### src/design/level_irq_cfg.svh
`ifndef LEVEL_IRQ_CFG_SVH
`define LEVEL_IRQ_CFG_SVH

// Register offsets
`define ADDR_REQ_STATUS 8'hDC
`define ADDR_LEVEL_MASK 8'hDD
`define ADDR_SYS_MODE 8'hDE
`define ADDR_LEVEL_PRIO 8'hFF

// System mode field positions
`define MODE_GLOBAL_EN 0
`define MODE_FAST_EN 1
`define MODE_FAST_LO 2
`define MODE_FAST_HI 4
`define MODE_EXT_IF 7
`define MODE_USED_MASK 8'h9F

// Priority field positions
`define PRIO_GRP_LO 1
`define PRIO_LVL01 0
`define PRIO_B_OUTER 2
`define PRIO_B_SUB 3
`define PRIO_GRP_MID 4
`define PRIO_C_ORDER 5
`define PRIO_GRP_HI 7

// Reset values
`define RST_BYTE 8'h00
`define RST_HW_PEND 4'h0

// Hardware-cleared source slots (equal to their level)
`define HW_T0_OVF 0
`define HW_T1_OVF 1
`define HW_CNT_A 2
`define HW_T2_OVF 3

// Source index of an overflow or a match inside its level
`define SRC_OVF 2'h0
`define SRC_MATCH 2'h1

// Group codes
`define GRP_A 2'h0
`define GRP_B 2'h1
`define GRP_C 2'h2

`endif

### src/design/level_irq_pkg.sv
package level_irq_pkg;

	typedef struct packed {
		logic sel;
		logic wr;
		logic [7:0] addr;
		logic [7:0] wdata;
	} reg_req_t;

	typedef struct packed {
		logic enable_interrupts_instr;
		logic disable_interrupts_instr;
		logic interrupt_return_instr;
		logic ack;
	} cpu_ctl_t;

	typedef struct packed {
		logic [2:0] tmr_match;
		logic [7:0] port2;
		logic [7:0] port0;
	} sw_src_t;

	typedef struct packed {
		logic valid;
		logic fast;
		logic [2:0] level;
		logic [1:0] source;
	} irq_out_t;

	typedef struct packed {
		logic [7:0] level_mask;
		logic [7:0] system_mode_ctrl;
		logic [7:0] level_priority_ctrl;
		logic [7:0] level_request_status;
		logic [3:0] hw_pend;
		logic [7:0] rdata;
		irq_out_t irq;
	} lic_state_t;

endpackage

### src/design/level_interrupt_controller.sv
// Behaviour
// Timers, counter A and port nibbles map onto levels 0 to 7.
// Overflow pendings cleared by hardware; match pendings kept in timers.
// Software should disable interrupts before writing unmasked pending/enable.
// Reset clears system mode bits 7, 1 and 0.
// System mode bits 4..2 select the fast-interrupt level.
// Bit 0 is global enable: enable/disable instructions and writes.
// Init code must execute enable-interrupts; instructions preferred.
// Mask bit n: 0 masks level n, 1 enables; read/write.
// Software must initialise every mask bit.
// Software must initialise every priority bit.
// Highest-priority level wins; lowest vector wins inside a level.
// Groups: A = levels 0,1; B = 2,3,4; C = 5,6,7.
// Priority bits 7,4,1 order groups; 001 B>C>A, 101 C>B>A.
// Priority bit 5 orders levels inside group C.
// Bit 3 orders subgroup 3/4; bit 2 orders level 2 vs subgroup.
// Priority bit 0 orders levels 0 and 1.
// Status bit n is 1 while level n has a request.
// Status is read-only, any time, and resets to zero.
// With global enable clear, requests latch and show but are not served.
// Pendings cleared by hardware on acknowledge, or by service software.
// Serve only if enabled, unmasked, highest priority and source enabled.
// Interrupt return sets global enable back to 1.
// Fast processing applies only while system mode bit 1 is set.
// Timer overflows and counter A cleared by hardware; others by software.
// Resolver presents one winning level, with valid only while an unmasked request exists.
`timescale 1ns/100ps
`default_nettype none
`include "level_irq_cfg.svh"

module level_interrupt_controller
	import level_irq_pkg::*;
(
	// Clock and reset
	input wire logic clk_sys,
	input wire logic rst_b,
	// Register port
	input wire reg_req_t reg_req,
	output logic [7:0] reg_rdata,
	// CPU core
	input wire cpu_ctl_t cpu_ctl,
	output irq_out_t irq,
	// Hardware-cleared sources: event pulses and enables
	input wire logic [3:0] hw_event,
	input wire logic [3:0] hw_enable,
	// Software-cleared sources: pending levels and enables
	input wire sw_src_t sw_pend,
	input wire sw_src_t sw_enable
);

	lic_state_t st_reg;
	lic_state_t st_next;
	logic [7:0] level_req;
	logic [7:0] serve_req;
	logic [3:0] win;
	sw_src_t sw_act;
	logic [3:0] hw_act;

	// Lowest index of four active lines
	function automatic logic [1:0] low4(input logic [3:0] v);
		logic [1:0] r;
		r = 2'h0;
		for (int i = 3; i >= 0; i--) begin
			if (v[i]) begin
				r = 2'(i);
			end
		end
		return r;
	endfunction

	// Group order for priority bits 7,4,1: three group codes, first wins
	function automatic logic [5:0] group_order(input logic [2:0] code);
		logic [5:0] r;
		case (code)
			3'h1: r = {`GRP_B, `GRP_C, `GRP_A};
			3'h2: r = {`GRP_A, `GRP_C, `GRP_B};
			3'h3: r = {`GRP_B, `GRP_A, `GRP_C};
			3'h4: r = {`GRP_C, `GRP_A, `GRP_B};
			3'h5: r = {`GRP_C, `GRP_B, `GRP_A};
			default: r = {`GRP_A, `GRP_B, `GRP_C};
		endcase
		return r;
	endfunction

	// Winner {valid, level} among requesting levels
	function automatic logic [3:0] resolve(input logic [7:0] rq,
		input logic [7:0] pr);
		logic [3:0] wa;
		logic [3:0] wb;
		logic [3:0] wc;
		logic [3:0] wsub;
		logic [5:0] ord;
		logic [1:0] g;
		logic [3:0] r;
		// Group A
		if (pr[`PRIO_LVL01]) begin
			wa = rq[1] ? 4'h9 : (rq[0] ? 4'h8 : 4'h0);
		end else begin
			wa = rq[0] ? 4'h8 : (rq[1] ? 4'h9 : 4'h0);
		end
		// Group B with subgroup of levels 3 and 4
		if (pr[`PRIO_B_SUB]) begin
			wsub = rq[4] ? 4'hC : (rq[3] ? 4'hB : 4'h0);
		end else begin
			wsub = rq[3] ? 4'hB : (rq[4] ? 4'hC : 4'h0);
		end
		if (pr[`PRIO_B_OUTER]) begin
			wb = wsub[3] ? wsub : (rq[2] ? 4'hA : 4'h0);
		end else begin
			wb = rq[2] ? 4'hA : wsub;
		end
		// Group C
		if (pr[`PRIO_C_ORDER]) begin
			wc = rq[7] ? 4'hF : (rq[6] ? 4'hE : (rq[5] ? 4'hD : 4'h0));
		end else begin
			wc = rq[5] ? 4'hD : (rq[6] ? 4'hE : (rq[7] ? 4'hF : 4'h0));
		end
		// Groups in programmed order
		ord = group_order({pr[`PRIO_GRP_HI], pr[`PRIO_GRP_MID],
			pr[`PRIO_GRP_LO]});
		r = 4'h0;
		for (int i = 0; i < 3; i++) begin
			g = ord[4 - 2 * i +: 2];
			if (!r[3]) begin
				case (g)
					`GRP_A: r = wa;
					`GRP_B: r = wb;
					default: r = wc;
				endcase
			end
		end
		return r;
	endfunction

	// Source index inside a level, lowest vector first
	function automatic logic [1:0] source_of(input logic [2:0] lvl,
		input logic [3:0] hw, input sw_src_t sw);
		logic [1:0] r;
		case (lvl)
			3'h0: r = hw[`HW_T0_OVF] ? `SRC_OVF : `SRC_MATCH;
			3'h1: r = hw[`HW_T1_OVF] ? `SRC_OVF : `SRC_MATCH;
			3'h3: r = hw[`HW_T2_OVF] ? `SRC_OVF : `SRC_MATCH;
			3'h4: r = low4(sw.port2[3:0]);
			3'h5: r = low4(sw.port2[7:4]);
			3'h6: r = low4(sw.port0[3:0]);
			3'h7: r = low4(sw.port0[7:4]);
			default: r = `SRC_OVF;
		endcase
		return r;
	endfunction

	// Source-enabled requests gathered per level
	always_comb begin
		sw_act = sw_pend & sw_enable;
		hw_act = st_reg.hw_pend & hw_enable;
		level_req[0] = hw_act[`HW_T0_OVF] | sw_act.tmr_match[0];
		level_req[1] = hw_act[`HW_T1_OVF] | sw_act.tmr_match[1];
		level_req[2] = hw_act[`HW_CNT_A];
		level_req[3] = hw_act[`HW_T2_OVF] | sw_act.tmr_match[2];
		level_req[4] = |sw_act.port2[3:0];
		level_req[5] = |sw_act.port2[7:4];
		level_req[6] = |sw_act.port0[3:0];
		level_req[7] = |sw_act.port0[7:4];
		serve_req = level_req & st_reg.level_mask;
		win = resolve(serve_req, st_reg.level_priority_ctrl);
	end

	always_comb begin
		st_next = st_reg;
		// Register writes; the status register ignores them
		if (reg_req.sel && reg_req.wr) begin
			case (reg_req.addr)
				`ADDR_LEVEL_MASK: st_next.level_mask = reg_req.wdata;
				`ADDR_SYS_MODE: st_next.system_mode_ctrl =
					reg_req.wdata & `MODE_USED_MASK;
				`ADDR_LEVEL_PRIO: st_next.level_priority_ctrl = reg_req.wdata;
				default: st_next.level_mask = st_reg.level_mask;
			endcase
		end
		// Instructions outrank a write in the same cycle
		if (cpu_ctl.ack) begin
			st_next.system_mode_ctrl[`MODE_GLOBAL_EN] = 1'b0;
		end
		if (cpu_ctl.disable_interrupts_instr) begin
			st_next.system_mode_ctrl[`MODE_GLOBAL_EN] = 1'b0;
		end
		if (cpu_ctl.enable_interrupts_instr ||
			cpu_ctl.interrupt_return_instr) begin
			st_next.system_mode_ctrl[`MODE_GLOBAL_EN] = 1'b1;
		end
		// Acknowledge clears an overflow or counter pending; new event wins
		if (cpu_ctl.ack && st_reg.irq.valid && !st_reg.irq.level[2] &&
			st_reg.irq.source == `SRC_OVF) begin
			st_next.hw_pend[st_reg.irq.level[1:0]] = 1'b0;
		end
		st_next.hw_pend = st_next.hw_pend | hw_event;
		// Status shows requests whatever the global enable
		st_next.level_request_status = level_req;
		// Resolved request to the CPU
		st_next.irq.valid = win[3] &&
			st_reg.system_mode_ctrl[`MODE_GLOBAL_EN];
		st_next.irq.level = win[2:0];
		st_next.irq.source = source_of(win[2:0], hw_act, sw_act);
		st_next.irq.fast = win[3] &&
			st_reg.system_mode_ctrl[`MODE_FAST_EN] &&
			st_reg.system_mode_ctrl[`MODE_FAST_HI:`MODE_FAST_LO] ==
			win[2:0];
		// Read data
		case (reg_req.addr)
			`ADDR_REQ_STATUS: st_next.rdata = st_reg.level_request_status;
			`ADDR_LEVEL_MASK: st_next.rdata = st_reg.level_mask;
			`ADDR_SYS_MODE: st_next.rdata = st_reg.system_mode_ctrl;
			`ADDR_LEVEL_PRIO: st_next.rdata = st_reg.level_priority_ctrl;
			default: st_next.rdata = `RST_BYTE;
		endcase
		if (!reg_req.sel) begin
			st_next.rdata = `RST_BYTE;
		end
	end

	always_ff @(posedge clk_sys or negedge rst_b) begin
		if (!rst_b) begin
			st_reg.level_mask <= `RST_BYTE;
			st_reg.system_mode_ctrl <= `RST_BYTE;
			st_reg.level_priority_ctrl <= `RST_BYTE;
			st_reg.level_request_status <= `RST_BYTE;
			st_reg.hw_pend <= `RST_HW_PEND;
			st_reg.rdata <= `RST_BYTE;
			st_reg.irq <= '0;
		end else begin
			st_reg <= st_next;
		end
	end

	assign reg_rdata = st_reg.rdata;
	assign irq = st_reg.irq;

	// Checks
	enable_instr_sets_a: assert property (@(posedge clk_sys)
		disable iff (!rst_b)
		cpu_ctl.enable_interrupts_instr |=>
		st_reg.system_mode_ctrl[`MODE_GLOBAL_EN])
		else $error("enable instruction did not set global enable");

	disable_instr_clears_a: assert property (@(posedge clk_sys)
		disable iff (!rst_b)
		(cpu_ctl.disable_interrupts_instr &&
		!cpu_ctl.enable_interrupts_instr &&
		!cpu_ctl.interrupt_return_instr) |=>
		!st_reg.system_mode_ctrl[`MODE_GLOBAL_EN])
		else $error("disable instruction left global enable set");

	return_sets_enable_a: assert property (@(posedge clk_sys)
		disable iff (!rst_b)
		cpu_ctl.interrupt_return_instr |=>
		st_reg.system_mode_ctrl[`MODE_GLOBAL_EN])
		else $error("interrupt return did not restore global enable");

	ack_clears_enable_a: assert property (@(posedge clk_sys)
		disable iff (!rst_b)
		(cpu_ctl.ack && !cpu_ctl.enable_interrupts_instr &&
		!cpu_ctl.interrupt_return_instr) |=>
		!st_reg.system_mode_ctrl[`MODE_GLOBAL_EN])
		else $error("acknowledge left global enable set");

	status_tracks_req_a: assert property (@(posedge clk_sys)
		disable iff (!rst_b)
		##1 st_reg.level_request_status == $past(level_req))
		else $error("status register does not follow level requests");

	status_write_ignored_a: assert property (@(posedge clk_sys)
		disable iff (!rst_b)
		(reg_req.sel && reg_req.wr && reg_req.addr == `ADDR_REQ_STATUS &&
		level_req == st_reg.level_request_status) |=>
		$stable(st_reg.level_request_status))
		else $error("write changed the request status register");

	idle_read_zero_a: assert property (@(posedge clk_sys)
		disable iff (!rst_b)
		!reg_req.sel |=> reg_rdata == `RST_BYTE)
		else $error("read data not zero without an access");

	mask_write_lands_a: assert property (@(posedge clk_sys)
		disable iff (!rst_b)
		(reg_req.sel && reg_req.wr &&
		reg_req.addr == `ADDR_LEVEL_MASK) |=>
		st_reg.level_mask == $past(reg_req.wdata))
		else $error("mask write did not land");

	prio_write_lands_a: assert property (@(posedge clk_sys)
		disable iff (!rst_b)
		(reg_req.sel && reg_req.wr &&
		reg_req.addr == `ADDR_LEVEL_PRIO) |=>
		st_reg.level_priority_ctrl == $past(reg_req.wdata))
		else $error("priority write did not land");

	masked_no_serve_a: assert property (@(posedge clk_sys)
		disable iff (!rst_b)
		irq.valid |-> $past(st_reg.level_mask[win[2:0]]) &&
		$past(st_reg.system_mode_ctrl[`MODE_GLOBAL_EN]))
		else $error("masked or globally disabled level offered");

	valid_has_req_a: assert property (@(posedge clk_sys)
		disable iff (!rst_b)
		irq.valid |-> |($past(serve_req) & (8'h01 << irq.level)))
		else $error("offered level has no unmasked request");

	fast_needs_enable_a: assert property (@(posedge clk_sys)
		disable iff (!rst_b)
		irq.fast |-> $past(st_reg.system_mode_ctrl[`MODE_FAST_EN]) &&
		$past(st_reg.system_mode_ctrl[`MODE_FAST_HI:`MODE_FAST_LO]) ==
		irq.level)
		else $error("fast flag without fast enable or wrong level");

	fast_disabled_off_a: assert property (@(posedge clk_sys)
		disable iff (!rst_b)
		!st_reg.system_mode_ctrl[`MODE_FAST_EN] |=> !irq.fast)
		else $error("fast flag while fast processing is off");

	hw_ack_clear_a: assert property (@(posedge clk_sys)
		disable iff (!rst_b)
		(cpu_ctl.ack && irq.valid && irq.level == 3'h0 &&
		irq.source == `SRC_OVF && !hw_event[`HW_T0_OVF]) |=>
		!st_reg.hw_pend[`HW_T0_OVF])
		else $error("acknowledged overflow pending not cleared");

	hw_event_sets_a: assert property (@(posedge clk_sys)
		disable iff (!rst_b)
		|hw_event |=>
		(st_reg.hw_pend & $past(hw_event)) == $past(hw_event))
		else $error("hardware event did not set its pending");

	event_wins_a: assert property (@(posedge clk_sys)
		disable iff (!rst_b)
		hw_event[`HW_CNT_A] |=> st_reg.hw_pend[`HW_CNT_A] ##1
		(st_reg.level_request_status[2] || !$past(hw_enable[`HW_CNT_A])))
		else $error("counter event lost or not shown in status");

	group_order_a: assert property (@(posedge clk_sys)
		disable iff (!rst_b)
		(st_reg.level_priority_ctrl[`PRIO_GRP_HI] &&
		!st_reg.level_priority_ctrl[`PRIO_GRP_MID] &&
		st_reg.level_priority_ctrl[`PRIO_GRP_LO] &&
		serve_req[2] && |serve_req[7:5]) |-> win[2:0] >= 3'h5)
		else $error("group C did not outrank group B");

	level_one_first_a: assert property (@(posedge clk_sys)
		disable iff (!rst_b)
		(&serve_req[1:0] && st_reg.level_priority_ctrl[`PRIO_LVL01] &&
		st_reg.level_priority_ctrl[`PRIO_GRP_HI] &&
		st_reg.level_priority_ctrl[`PRIO_GRP_MID]) |-> win[2:0] == 3'h1)
		else $error("level 1 did not outrank level 0");

endmodule

`default_nettype wire

### config.mk
export PLATFORM = sky130hd
export DESIGN_NAME = level_interrupt_controller
export DESIGN_NICKNAME = d
export VERILOG_FILES = /design/src/design/level_irq_pkg.sv /design/src/design/level_interrupt_controller.sv
export VERILOG_INCLUDE_DIRS = /design/src /design/src/design
export SDC_FILE = /design/constraint.sdc
export NUM_CORES = 1
export LEC_CHECK = 0
export BUFFER_PORTS_ARGS = -buffer_cell sky130_fd_sc_hd__clkbuf_2
export CAP_MARGIN = 30
export CORE_MARGIN = 2
export CORE_UTILIZATION = 53
export DETAILED_ROUTE_END_ITERATION = 8
export PLACE_DENSITY_LB_ADDON = 0.25
export SYNTH_ARGS = -nofsm -noshare
export SYNTH_HDL_FRONTEND = slang
export SYNTH_SLANG_ARGS = --single-unit
### constraint.sdc
create_clock -name clk_sys -period 3.21 [get_ports clk_sys]
set_input_delay 0.4815 -clock clk_sys [delete_from_list [all_inputs] [get_ports clk_sys]]
set_output_delay 0.4815 -clock clk_sys [all_outputs]
set_load 0.05 [all_outputs]
==> results.sh, run 1 <==
export IMPL_ir_drop_mv=0.257
export IMPL_async_flop_share_pct=100
export IMPL_clock_sinks=49
export IMPL_fmax_ghz=0.337
export IMPL_synthCells=316
export IMPL_die_w_um=80.7
export IMPL_status="completed"
export IMPL_io_pin_count=85
export IMPL_skew_ps=9.38
export IMPL_cts_max_path_buffers=2
export IMPL_synth_ff_type="dfrtp_1"
export IMPL_grt_util_all_layers_pct=27.2
export IMPL_place_gp_congestion=1.02
export IMPL_switchingPower_mw=0.448
export IMPL_wl_mm=8.49
export IMPL_core_area_um2=5570
export IMPL_r2r_cells=9
export IMPL_r2r_end="irq[0]"
export IMPL_rows=27
export IMPL_drv_slew=0
export IMPL_tightest_slew_ps=720
export IMPL_finalHoldViolations=0
export IMPL_rrSetupSlack_ps=240
export IMPL_grt_max_degree=28
export IMPL_hpwl_mm=6.87
export IMPL_tritoncts="built"
export IMPL_synth_cell_type_count=68
export IMPL_fin_crit_sh_pct=92.6
export IMPL_viasPerCell=6.16
export IMPL_seqPwrFrac_pct=43.5
export IMPL_syn_area_um2=3110
export IMPL_dp_cells=462
export IMPL_portBuffers=84
export IMPL_synth_most_common_cell="dfrtp_1"
export IMPL_grt_overflow=0
export IMPL_area_growth_pct=19.6
export IMPL_worst_endpoint_required_ps=3380
export IMPL_wl_per_cell_um=18.1
export IMPL_period_needed_ps=2970
export IMPL_initial_core_util_pct=55.9
export IMPL_comb_power_share_pct=22.2
export IMPL_die_y_um=80.7
export IMPL_power_per_cell_area_nw_per_um2=414
export IMPL_drc=0
export IMPL_synth_area_leaders="dfrtp_1 (39%), mux2_2 (9.0%), nand2_1 (4.1%), buf_4 (3.6%), a22oi_1 (2.9%)"
export IMPL_fin_cells=470
export IMPL_p_clk_share_pct=34.4
export IMPL_drt_iter0_markers=279
export IMPL_max_slew_margin_pct=51.6
export IMPL_synth_top_area_share_pct=39.4
export IMPL_grt_busiest_layer="met2"
export IMPL_groute_layer_met3_usage_pct=3.03
export IMPL_synth_commonest_cells="dfrtp_1 (49), nand2_1 (34), mux2_2 (25)"
export IMPL_num_vias=2897
export IMPL_rsz0062_at_grt="false"
export IMPL_avgSynthCellArea_um2=9.86
export IMPL_power_internal_mw=1.10
export IMPL_worstSetupPathType="reg -> reg"
export IMPL_met1_usage_pct=39.0
export IMPL_hold_path_class="in -> async"
export IMPL_drive_above_1_share_pct=37.7
export IMPL_synth_edf_count=0
export IMPL_setup_viol=0
export IMPL_cts_buffers=5
export IMPL_cts_root_buf="clkbuf_8"
export IMPL_grt_pass1_vias=2671
export IMPL_crit_fanout=6
export IMPL_yosys_warnings=0
export IMPL_swShare_pct=29.0
export IMPL_maxCapViolations=0
export IMPL_synth_nets=387
export IMPL_grt_pass1_wl_mm=13.4
export IMPL_largest_register_ffs=34
export IMPL_yosys_area_top_type="dfrtp_1"
export IMPL_dr_pass1_iters=6
export IMPL_antenna_found_initial=0
export IMPL_post_cts_buffers=0
export IMPL_start_kind="flip-flop"
export IMPL_finalSetupTns_ps=0
export IMPL_cts_hold_buf=0
export IMPL_path_clk_slew_ps=100
export IMPL_htree_levels=2
export IMPL_ys_ff_latch=49
export IMPL_insertion_delay_ps=310
export IMPL_cp_end_kind="flip-flop"
export IMPL_r2r_start="st_reg[15]"
export IMPL_diodes=0
export IMPL_met2_usage_pct=43.1
export IMPL_dieArea_um2=6510
export IMPL_ys_seq_area_share_pct=39.4
export IMPL_drtAntennaViolNets=0
export IMPL_nets=468
export IMPL_p_leak_nw=1.73
export IMPL_worst_ep_arrival_time_ps=3140
what timing repair did:
action | in CTS | in global routing
resized for setup | 0 | 2
endpoints found under the setup margin | 0 | 1
hold endpoints to repair | 0 | 0
power groups by stage:
stage          sequential, mW  clock, mW  combinational [mW]
2_1_floorplan           0.673          0               0.231
3_3_place_gp            0.682          0               0.332
3_5_place_dp            0.682          0               0.336
4_1_cts                 0.670      0.534               0.338
5_1_grt                 0.674      0.560               0.374
6_report                0.671      0.531               0.342
layout by cell type, fill, tap and decap left out, drive strengths merged, types with 7 or more instances in the layout:
cell type and n:
nor2 20, a21oi 10, o21ai 10, a22oi 14, buf 11, dfrtp 49, nand2 34, a31oi 7
inv 13, clkbuf 89, mux2 25
stage by stage:
step	utilization [%]	setup WS, ps	power [mW]	instance area (um^2)	hold WS, ps
finish	66.8	239	1.54	3720	191
global route	66.8	14.6	1.61	3720	255
CTS	66.5	208	1.54	3710	225
detailed placement	64.0	91.9	1.02	3570	506
global placement	64.0	197	1.01	3570	491
floorplan	-	310	0.904	3110	186
critical path, cell delays in order, from the launching register on:
cell       delay, ps
dfrtp_1          420
a22oi_2          260
inv_1            110
a22o_4           260
and2_4           160
nor3_1           500
nand4_1          340
and4_1           290
a2111oi_0        410
a211oi_1          90
area by class of cell:
class	instances	area, um^2
timing repair buffer	95	503
inverter	12	47.5
fill	461	1850
tap	72	90.1
clock buffer	5	68.8
clock inverter	3	68.8
sequential	49	1230
multi-input combinational	234	1720
worst max-delay path by stage:
stage           startpoint  endpoint  slack, ps  depth (start not counted)
6_report        st_reg[15]    irq[0]        240                          9
3_3_place_gp   sw_pend[10]    irq[0]        200                          9
5_1_grt         st_reg[31]    irq[0]         10                         11
3_5_place_dp   sw_pend[10]    irq[0]         90                          9
4_1_cts         st_reg[31]    irq[0]        210                         11
2_1_floorplan   st_reg[31]    irq[0]        310                         11
layer usage:
layer  part of all wire, %  wire [um]  up-vias
met5                     0          0        -
met2                    46       3910      150
li1                      -          -     1367
met1                    44       3730     1361
met3                   7.5        636       19
met4                   2.4        206        0
kinds of logic (layout without fill, tap and decap cells):
kind of cell | Yosys count | after routing | synth area share [%]
AO/OA/AOI/OAI | 101 | 101 | 26.4
AND/OR/NAND/NOR | 101 | 101 | 17.1
flip-flops | 49 | 49 | 39.4
buffers and inverters | 33 | 115 | 5.95
multiplexers | 28 | 28 | 10.0
XOR/XNOR | 3 | 3 | 0.844
adder cells (fa/ha/maj) | 1 | 1 | 0.402
No activity file was read; power rests on OpenSTA's default activity.
==> inputs of run 2 (changes only) <==
--- a/config.mk
+++ b/config.mk
@@ -11,7 +11,7 @@
 export CORE_MARGIN = 2
 export CORE_UTILIZATION = 53
 export DETAILED_ROUTE_END_ITERATION = 8
-export PLACE_DENSITY_LB_ADDON = 0.25
+export PLACE_DENSITY = 0.82
 export SYNTH_ARGS = -nofsm -noshare
 export SYNTH_HDL_FRONTEND = slang
 export SYNTH_SLANG_ARGS = --single-unit
==> run 2 against run 1 <==
  * Sequential share of layout area up 0.37 points
  * Final area shrank 1.1%
  * Critical path type unchanged
  * Largest cell class unchanged
  * Count of clock-buffer cells in the layout is 1 higher
  * Non-clock buffer count down 3
==> results.sh, run 2 (synthesized netlist as in run 1, its figures left out) <==
export IMPL_grt_pass1_wl_mm=14.2
export IMPL_grt_util_all_layers_pct=28.6
export IMPL_fillers=463
export IMPL_num_vias=2916
export IMPL_insertion_delay_ps=300
export IMPL_post_cts_buffers=0
export IMPL_path_clk_slew_ps=100
export IMPL_finalHoldViolations=0
export IMPL_io_pin_count=85
export IMPL_htree_levels=2
export IMPL_drc=0
export IMPL_post_dp_cell_area_um2=3550
export IMPL_die_y_um=80.7
export IMPL_drtAntennaViolNets=0
export IMPL_dieArea_um2=6510
export IMPL_grt_pass1_vias=2833
export IMPL_drive_above_1_share_pct=37.2
export IMPL_antenna_found_initial=0
export IMPL_maxCapViolations=0
export IMPL_die_w_um=80.7
export IMPL_skew_ps=8.13
export IMPL_tritoncts="built"
export IMPL_finalSetupTns_ps=0
export IMPL_status="completed"
export IMPL_tightest_slew_ps=786
export IMPL_rsz0062_at_grt="false"
export IMPL_cts_max_path_buffers=2
export IMPL_rows=27
export IMPL_area_growth_pct=18.3
export IMPL_cts_hold_buf=0
export IMPL_postLayoutCoreUtil_pct=66.1
export IMPL_wl_mm=8.73
export IMPL_diodes=0
export IMPL_wl_per_cell_um=18.7
export IMPL_hold_path_class="in -> async"
export IMPL_initial_core_util_pct=55.9
export IMPL_regArea_um2=1230
export IMPL_core_area_um2=5570
export IMPL_ir_drop_mv=0.278
export IMPL_portBuffers=84
export IMPL_drv_slew=0
export IMPL_multi_input_area_um2=1720
export IMPL_grt_overflow=0
export IMPL_finalPower_mw=1.47
export IMPL_hpwl_mm=6.91
export IMPL_p_leak_nw=1.70
export IMPL_cts_root_buf="clkbuf_8"
export IMPL_cp_end_kind="flip-flop"
export IMPL_viasPerCell=6.24
export IMPL_largest_register_ffs=34
export IMPL_fin_crit_sh_pct=91.2
export IMPL_final_common_cell="clkbuf_2"
export IMPL_dr_pass1_iters=5
export IMPL_r2r_cells=10
export IMPL_final_cell_mix="clkbuf_2 (84), dfrtp_1 (49), nand2_1 (34)"
export IMPL_fmax_ghz=0.342
export IMPL_fin_cells=467
export IMPL_nets=465
export IMPL_start_kind="flip-flop"
export IMPL_stdcell_area_um2=3680
export IMPL_crit_fanout=8
export IMPL_worstSetupPathType="reg -> reg"
export IMPL_drt_iter0_markers=251
export IMPL_worst_endpoint_required_ps=3380
export IMPL_cts_buffers=5
export IMPL_max_slew_margin_pct=46.9
export IMPL_power_per_cell_area_nw_per_um2=400
export IMPL_worst_ep_arrival_time_ps=3100
export IMPL_place_gp_congestion=1.00
export IMPL_dp_cells=459
export IMPL_setup_viol=0
export IMPL_grt_max_degree=30
export IMPL_period_needed_ps=2930
export IMPL_clock_sinks=49
run 2: cell count changes in the layout (fill, tap and decap cells not counted):
cell	delta
buf_4	-3
a21boi_0	-1
a21boi_1	+1
a311oi_1	+1
a311oi_2	-1
bufinv_16	-1
clkbuf_8	+1
clkinvlp_4	+1
inv_6	-1
nor3_1	-1
nor3_2	+1
run 2: final cells by class:
type	count	share of cell area, %
multi-input combinational	234	46.7
inverter	12	1.29
clock inverter	2	1.02
sequential	49	33.3
tap	72	2.45
clock buffer	6	2.24
timing repair buffer	92	13.0
run 2: routing by layer:
layer  up-vias  track usage, %  part of all wire [%]
met3        22            4.38                   6.3
met2       142            47.2                    47
met4         0            9.15                   2.5
met1      1391            38.6                    44
met5         -               0                     0
li1       1361               -                     -
run 2: timing repair:
| action | CTS | global route |
|---|---|---|
| gates resized for setup | 0 | 3 |
| setup endpoints to repair | 0 | 2 |
| hold endpoints to repair | 0 | 0 |
run 2: worst paths after layout:
path / end / slack [ps] / from
worst max register to register: irq[0] / 280 / st_reg[31]
min in group clk_sys: st_reg[35] / 350 / cpu_ctl[2]
worst max-delay path: irq[0] / 280 / st_reg[31]
max in group asynchronous: st_reg[28] / 2200 / rst_b
worst min register to register: st_reg[42] / 520 / st_reg[42]
worst min-delay path: st_reg[49] / 230 / rst_b
run 2: where the power goes:
part / internal [mW] / leakage [nW] / switching [mW] / total [mW]
Combinational: 0.133 / 1.03 / 0.205 / 0.338
Clock: 0.254 / 0.0574 / 0.209 / 0.463
Sequential: 0.646 / 0.610 / 0.0265 / 0.673
run 2: worst max-delay path, cell delays in order, from the launching register on:
cell       delay, ps
dfrtp_1          350
inv_1             60
ha_1             410
and2_1           220
nor3_1           200
a21boi_1         380
or3_4            230
or2b_1           300
and4_1           190
a2111oi_0        380
a211oi_1          80
run 2: per-stage QoR:
stage | setup WS (ps) | hold WS (ps)
2_1_floorplan | 310 | 186
3_3_place_gp | 115 | 491
3_5_place_dp | 161 | 499
4_1_cts | 236 | 267
5_1_grt | 67.5 | 288
6_report | 284 | 230
==> inputs of run 3 (changes only) <==
--- a/config.mk
+++ b/config.mk
@@ -9,9 +9,9 @@
 export BUFFER_PORTS_ARGS = -buffer_cell sky130_fd_sc_hd__clkbuf_2
 export CAP_MARGIN = 30
 export CORE_MARGIN = 2
-export CORE_UTILIZATION = 53
+export CORE_UTILIZATION = 50
 export DETAILED_ROUTE_END_ITERATION = 8
-export PLACE_DENSITY = 0.82
+export PLACE_DENSITY = 0.78
 export SYNTH_ARGS = -nofsm -noshare
 export SYNTH_HDL_FRONTEND = slang
 export SYNTH_SLANG_ARGS = --single-unit
==> run 3 against run 2 <==
  * Combinational power rose by 1%
  * Non-clock buffer count grew 4
  * Worst setup slack worse by 9.9 ps
  * Sequential cell count is the same
  * Highest routed layer unchanged
==> results.sh, run 3 (synthesized netlist as in run 1, its figures left out) <==
export IMPL_status="completed"
export IMPL_p_leak_nw=1.70
export IMPL_num_vias=2904
export IMPL_wl_mm=8.65
export IMPL_worst_ep_arrival_time_ps=3110
export IMPL_regArea_um2=1230
export IMPL_fmax_ghz=0.341
export IMPL_grt_util_all_layers_pct=25.8
export IMPL_hpwl_mm=6.82
export IMPL_drt_iter0_markers=222
export IMPL_worst_endpoint_required_ps=3390
export IMPL_finalSetupTns_ps=0
export IMPL_grt_pass1_vias=2748
export IMPL_rsz0062_at_grt="false"
export IMPL_comb_power_share_pct=24.7
export IMPL_start_kind="flip-flop"
export IMPL_viasPerCell=6.13
export IMPL_swShare_pct=32.2
export IMPL_core_area_um2=5960
export IMPL_rows=28
export IMPL_switchingPower_mw=0.445
export IMPL_p_clk_share_pct=26.8
export IMPL_ir_drop_mv=0.183
export IMPL_tritoncts="built"
export IMPL_cts_root_buf="clkbuf_8"
export IMPL_drc=0
export IMPL_antenna_found_initial=0
export IMPL_r2r_end="irq[0]"
export IMPL_endpoint="irq[0]"
export IMPL_cp_slowest_cell="a221oi_2"
export IMPL_power_per_cell_area_nw_per_um2=376
export IMPL_clock_sinks=49
export IMPL_max_slew_margin_pct=50.4
export IMPL_drv_slew=0
export IMPL_period_needed_ps=2940
export IMPL_tightest_slew_ps=738
export IMPL_dieArea_um2=6880
export IMPL_insertion_delay_ps=300
export IMPL_grt_max_degree=33
export IMPL_r2r_start="st_reg[31]"
export IMPL_htree_levels=2
export IMPL_path_common_cell="inv_1"
export IMPL_nets=469
export IMPL_cp_end_kind="flip-flop"
export IMPL_r2r_cells=10
export IMPL_wl_per_cell_um=18.2
export IMPL_fillers=525
export IMPL_grt_overflow=0
export IMPL_critical_path_max_stage_delay_ps=410
export IMPL_portBuffers=84
export IMPL_post_dp_cell_area_um2=3580
export IMPL_seqPwrFrac_pct=48.5
export IMPL_critical_path_startpoint="st_reg[31]"
export IMPL_dr_pass1_iters=8
export IMPL_cp_depth=10
export IMPL_diodes=0
export IMPL_stdcell_area_um2=3670
export IMPL_final_cell_mix="clkbuf_2 (84), dfrtp_1 (49), nand2_1 (34)"
export IMPL_cts_buffers=5
export IMPL_cp_top_family="compound AO/OA/AOI/OAI gates"
export IMPL_drive_above_1_share_pct=37.6
export IMPL_rrSetupSlack_ps=270
export IMPL_drtAntennaViolNets=0
export IMPL_post_cts_buffers=0
export IMPL_crit_fanout=8
export IMPL_cts_max_path_buffers=2
export IMPL_io_pin_count=85
export IMPL_maxCapViolations=0
export IMPL_largest_register_ffs=34
export IMPL_finalHoldViolations=0
export IMPL_worstPathCellList="inv_1 > ha_1 > inv_1 > nor2_1 > a21o_1 > a221oi_2 > nand4_1 > and4_1 > a2111oi_0 > a211oi_1"
export IMPL_initial_core_util_pct=52.3
export IMPL_power_internal_mw=0.936
export IMPL_skew_ps=3.96
export IMPL_worstSetupPathType="reg -> reg"
export IMPL_path_clk_slew_ps=90
export IMPL_die_w_um=82.9
export IMPL_multi_input_area_um2=1710
export IMPL_final_common_cell="clkbuf_2"
export IMPL_crit_buf_inv=2
export IMPL_grt_pass1_wl_mm=14.3
export IMPL_die_y_um=82.9
export IMPL_fin_crit_sh_pct=91.5
export IMPL_hold_path_class="in -> async"
export IMPL_area_growth_pct=18.0
export IMPL_setup_viol=0
export IMPL_place_gp_congestion=1.04
==> run 3: cell types whose count changed in the layout (fill, tap and decap cells not counted) <==
cell,delta
a221oi_2,+1
clkbuf_1,+1
buf_4,+4
a221oi_4,-1
bufinv_16,-1
clkinvlp_4,+1
clkbuf_8,-1
==> run 3: per-stage QoR <==
stage / hold slack (ps) / power, mW / util (%) / cells / setup WS (ps)
floorplan: 186 / 0.904 / - / 316 / 310
global placement: 464 / 1.02 / 60.1 / 466 / 290
detailed placement: 473 / 1.02 / 60.1 / 466 / 214
CTS: 143 / 1.38 / 61.6 / 474 / 231
global route: 153 / 1.45 / 61.7 / 474 / 44.7
finish: 123 / 1.38 / 61.7 / 474 / 274
==> run 3: timing repair <==
action / in CTS / in global routing
hold endpoints to repair: 0 / 0
hold buffers: 0 / 0
setup endpoints to repair: 0 / 2
gates resized for setup: 0 / 2
==> run 3: layer usage <==
metal	global-route usage (%)	vias up	wire length, um
li1	-	1367	-
met1	37.1	1385	3780
met2	40.6	135	4070
met3	2.58	17	594
met4	8.94	0	201
met5	0	-	0
==> run 3: worst min path at each step <==
stage               cells past startpoint         end  startpoint
finish                                  1  st_reg[23]       rst_b
global route                            1  st_reg[23]       rst_b
CTS                                     1  st_reg[23]       rst_b
detailed placement                      1  st_reg[23]       rst_b
global placement                        1  st_reg[23]       rst_b
floorplan                               0      irq[0]       rst_b
==> run 3: cell type report <==
class,count,share of cell area [%]
multi-input combinational,234,46.5
sequential,49,33.4
timing repair buffer,96,13.9
tap,75,2.55
clock buffer,6,1.98
inverter,12,1.29
clock inverter,2,0.409
==> run 3: power by group through the flow <==
stage,sequential (mW),clock (mW),combinational [mW]
after global routing,0.675,0.401,0.373
after floorplan,0.673,0,0.231
final,0.670,0.370,0.342
after global placement,0.682,0,0.337
after detailed placement,0.682,0,0.339
after CTS,0.670,0.375,0.341
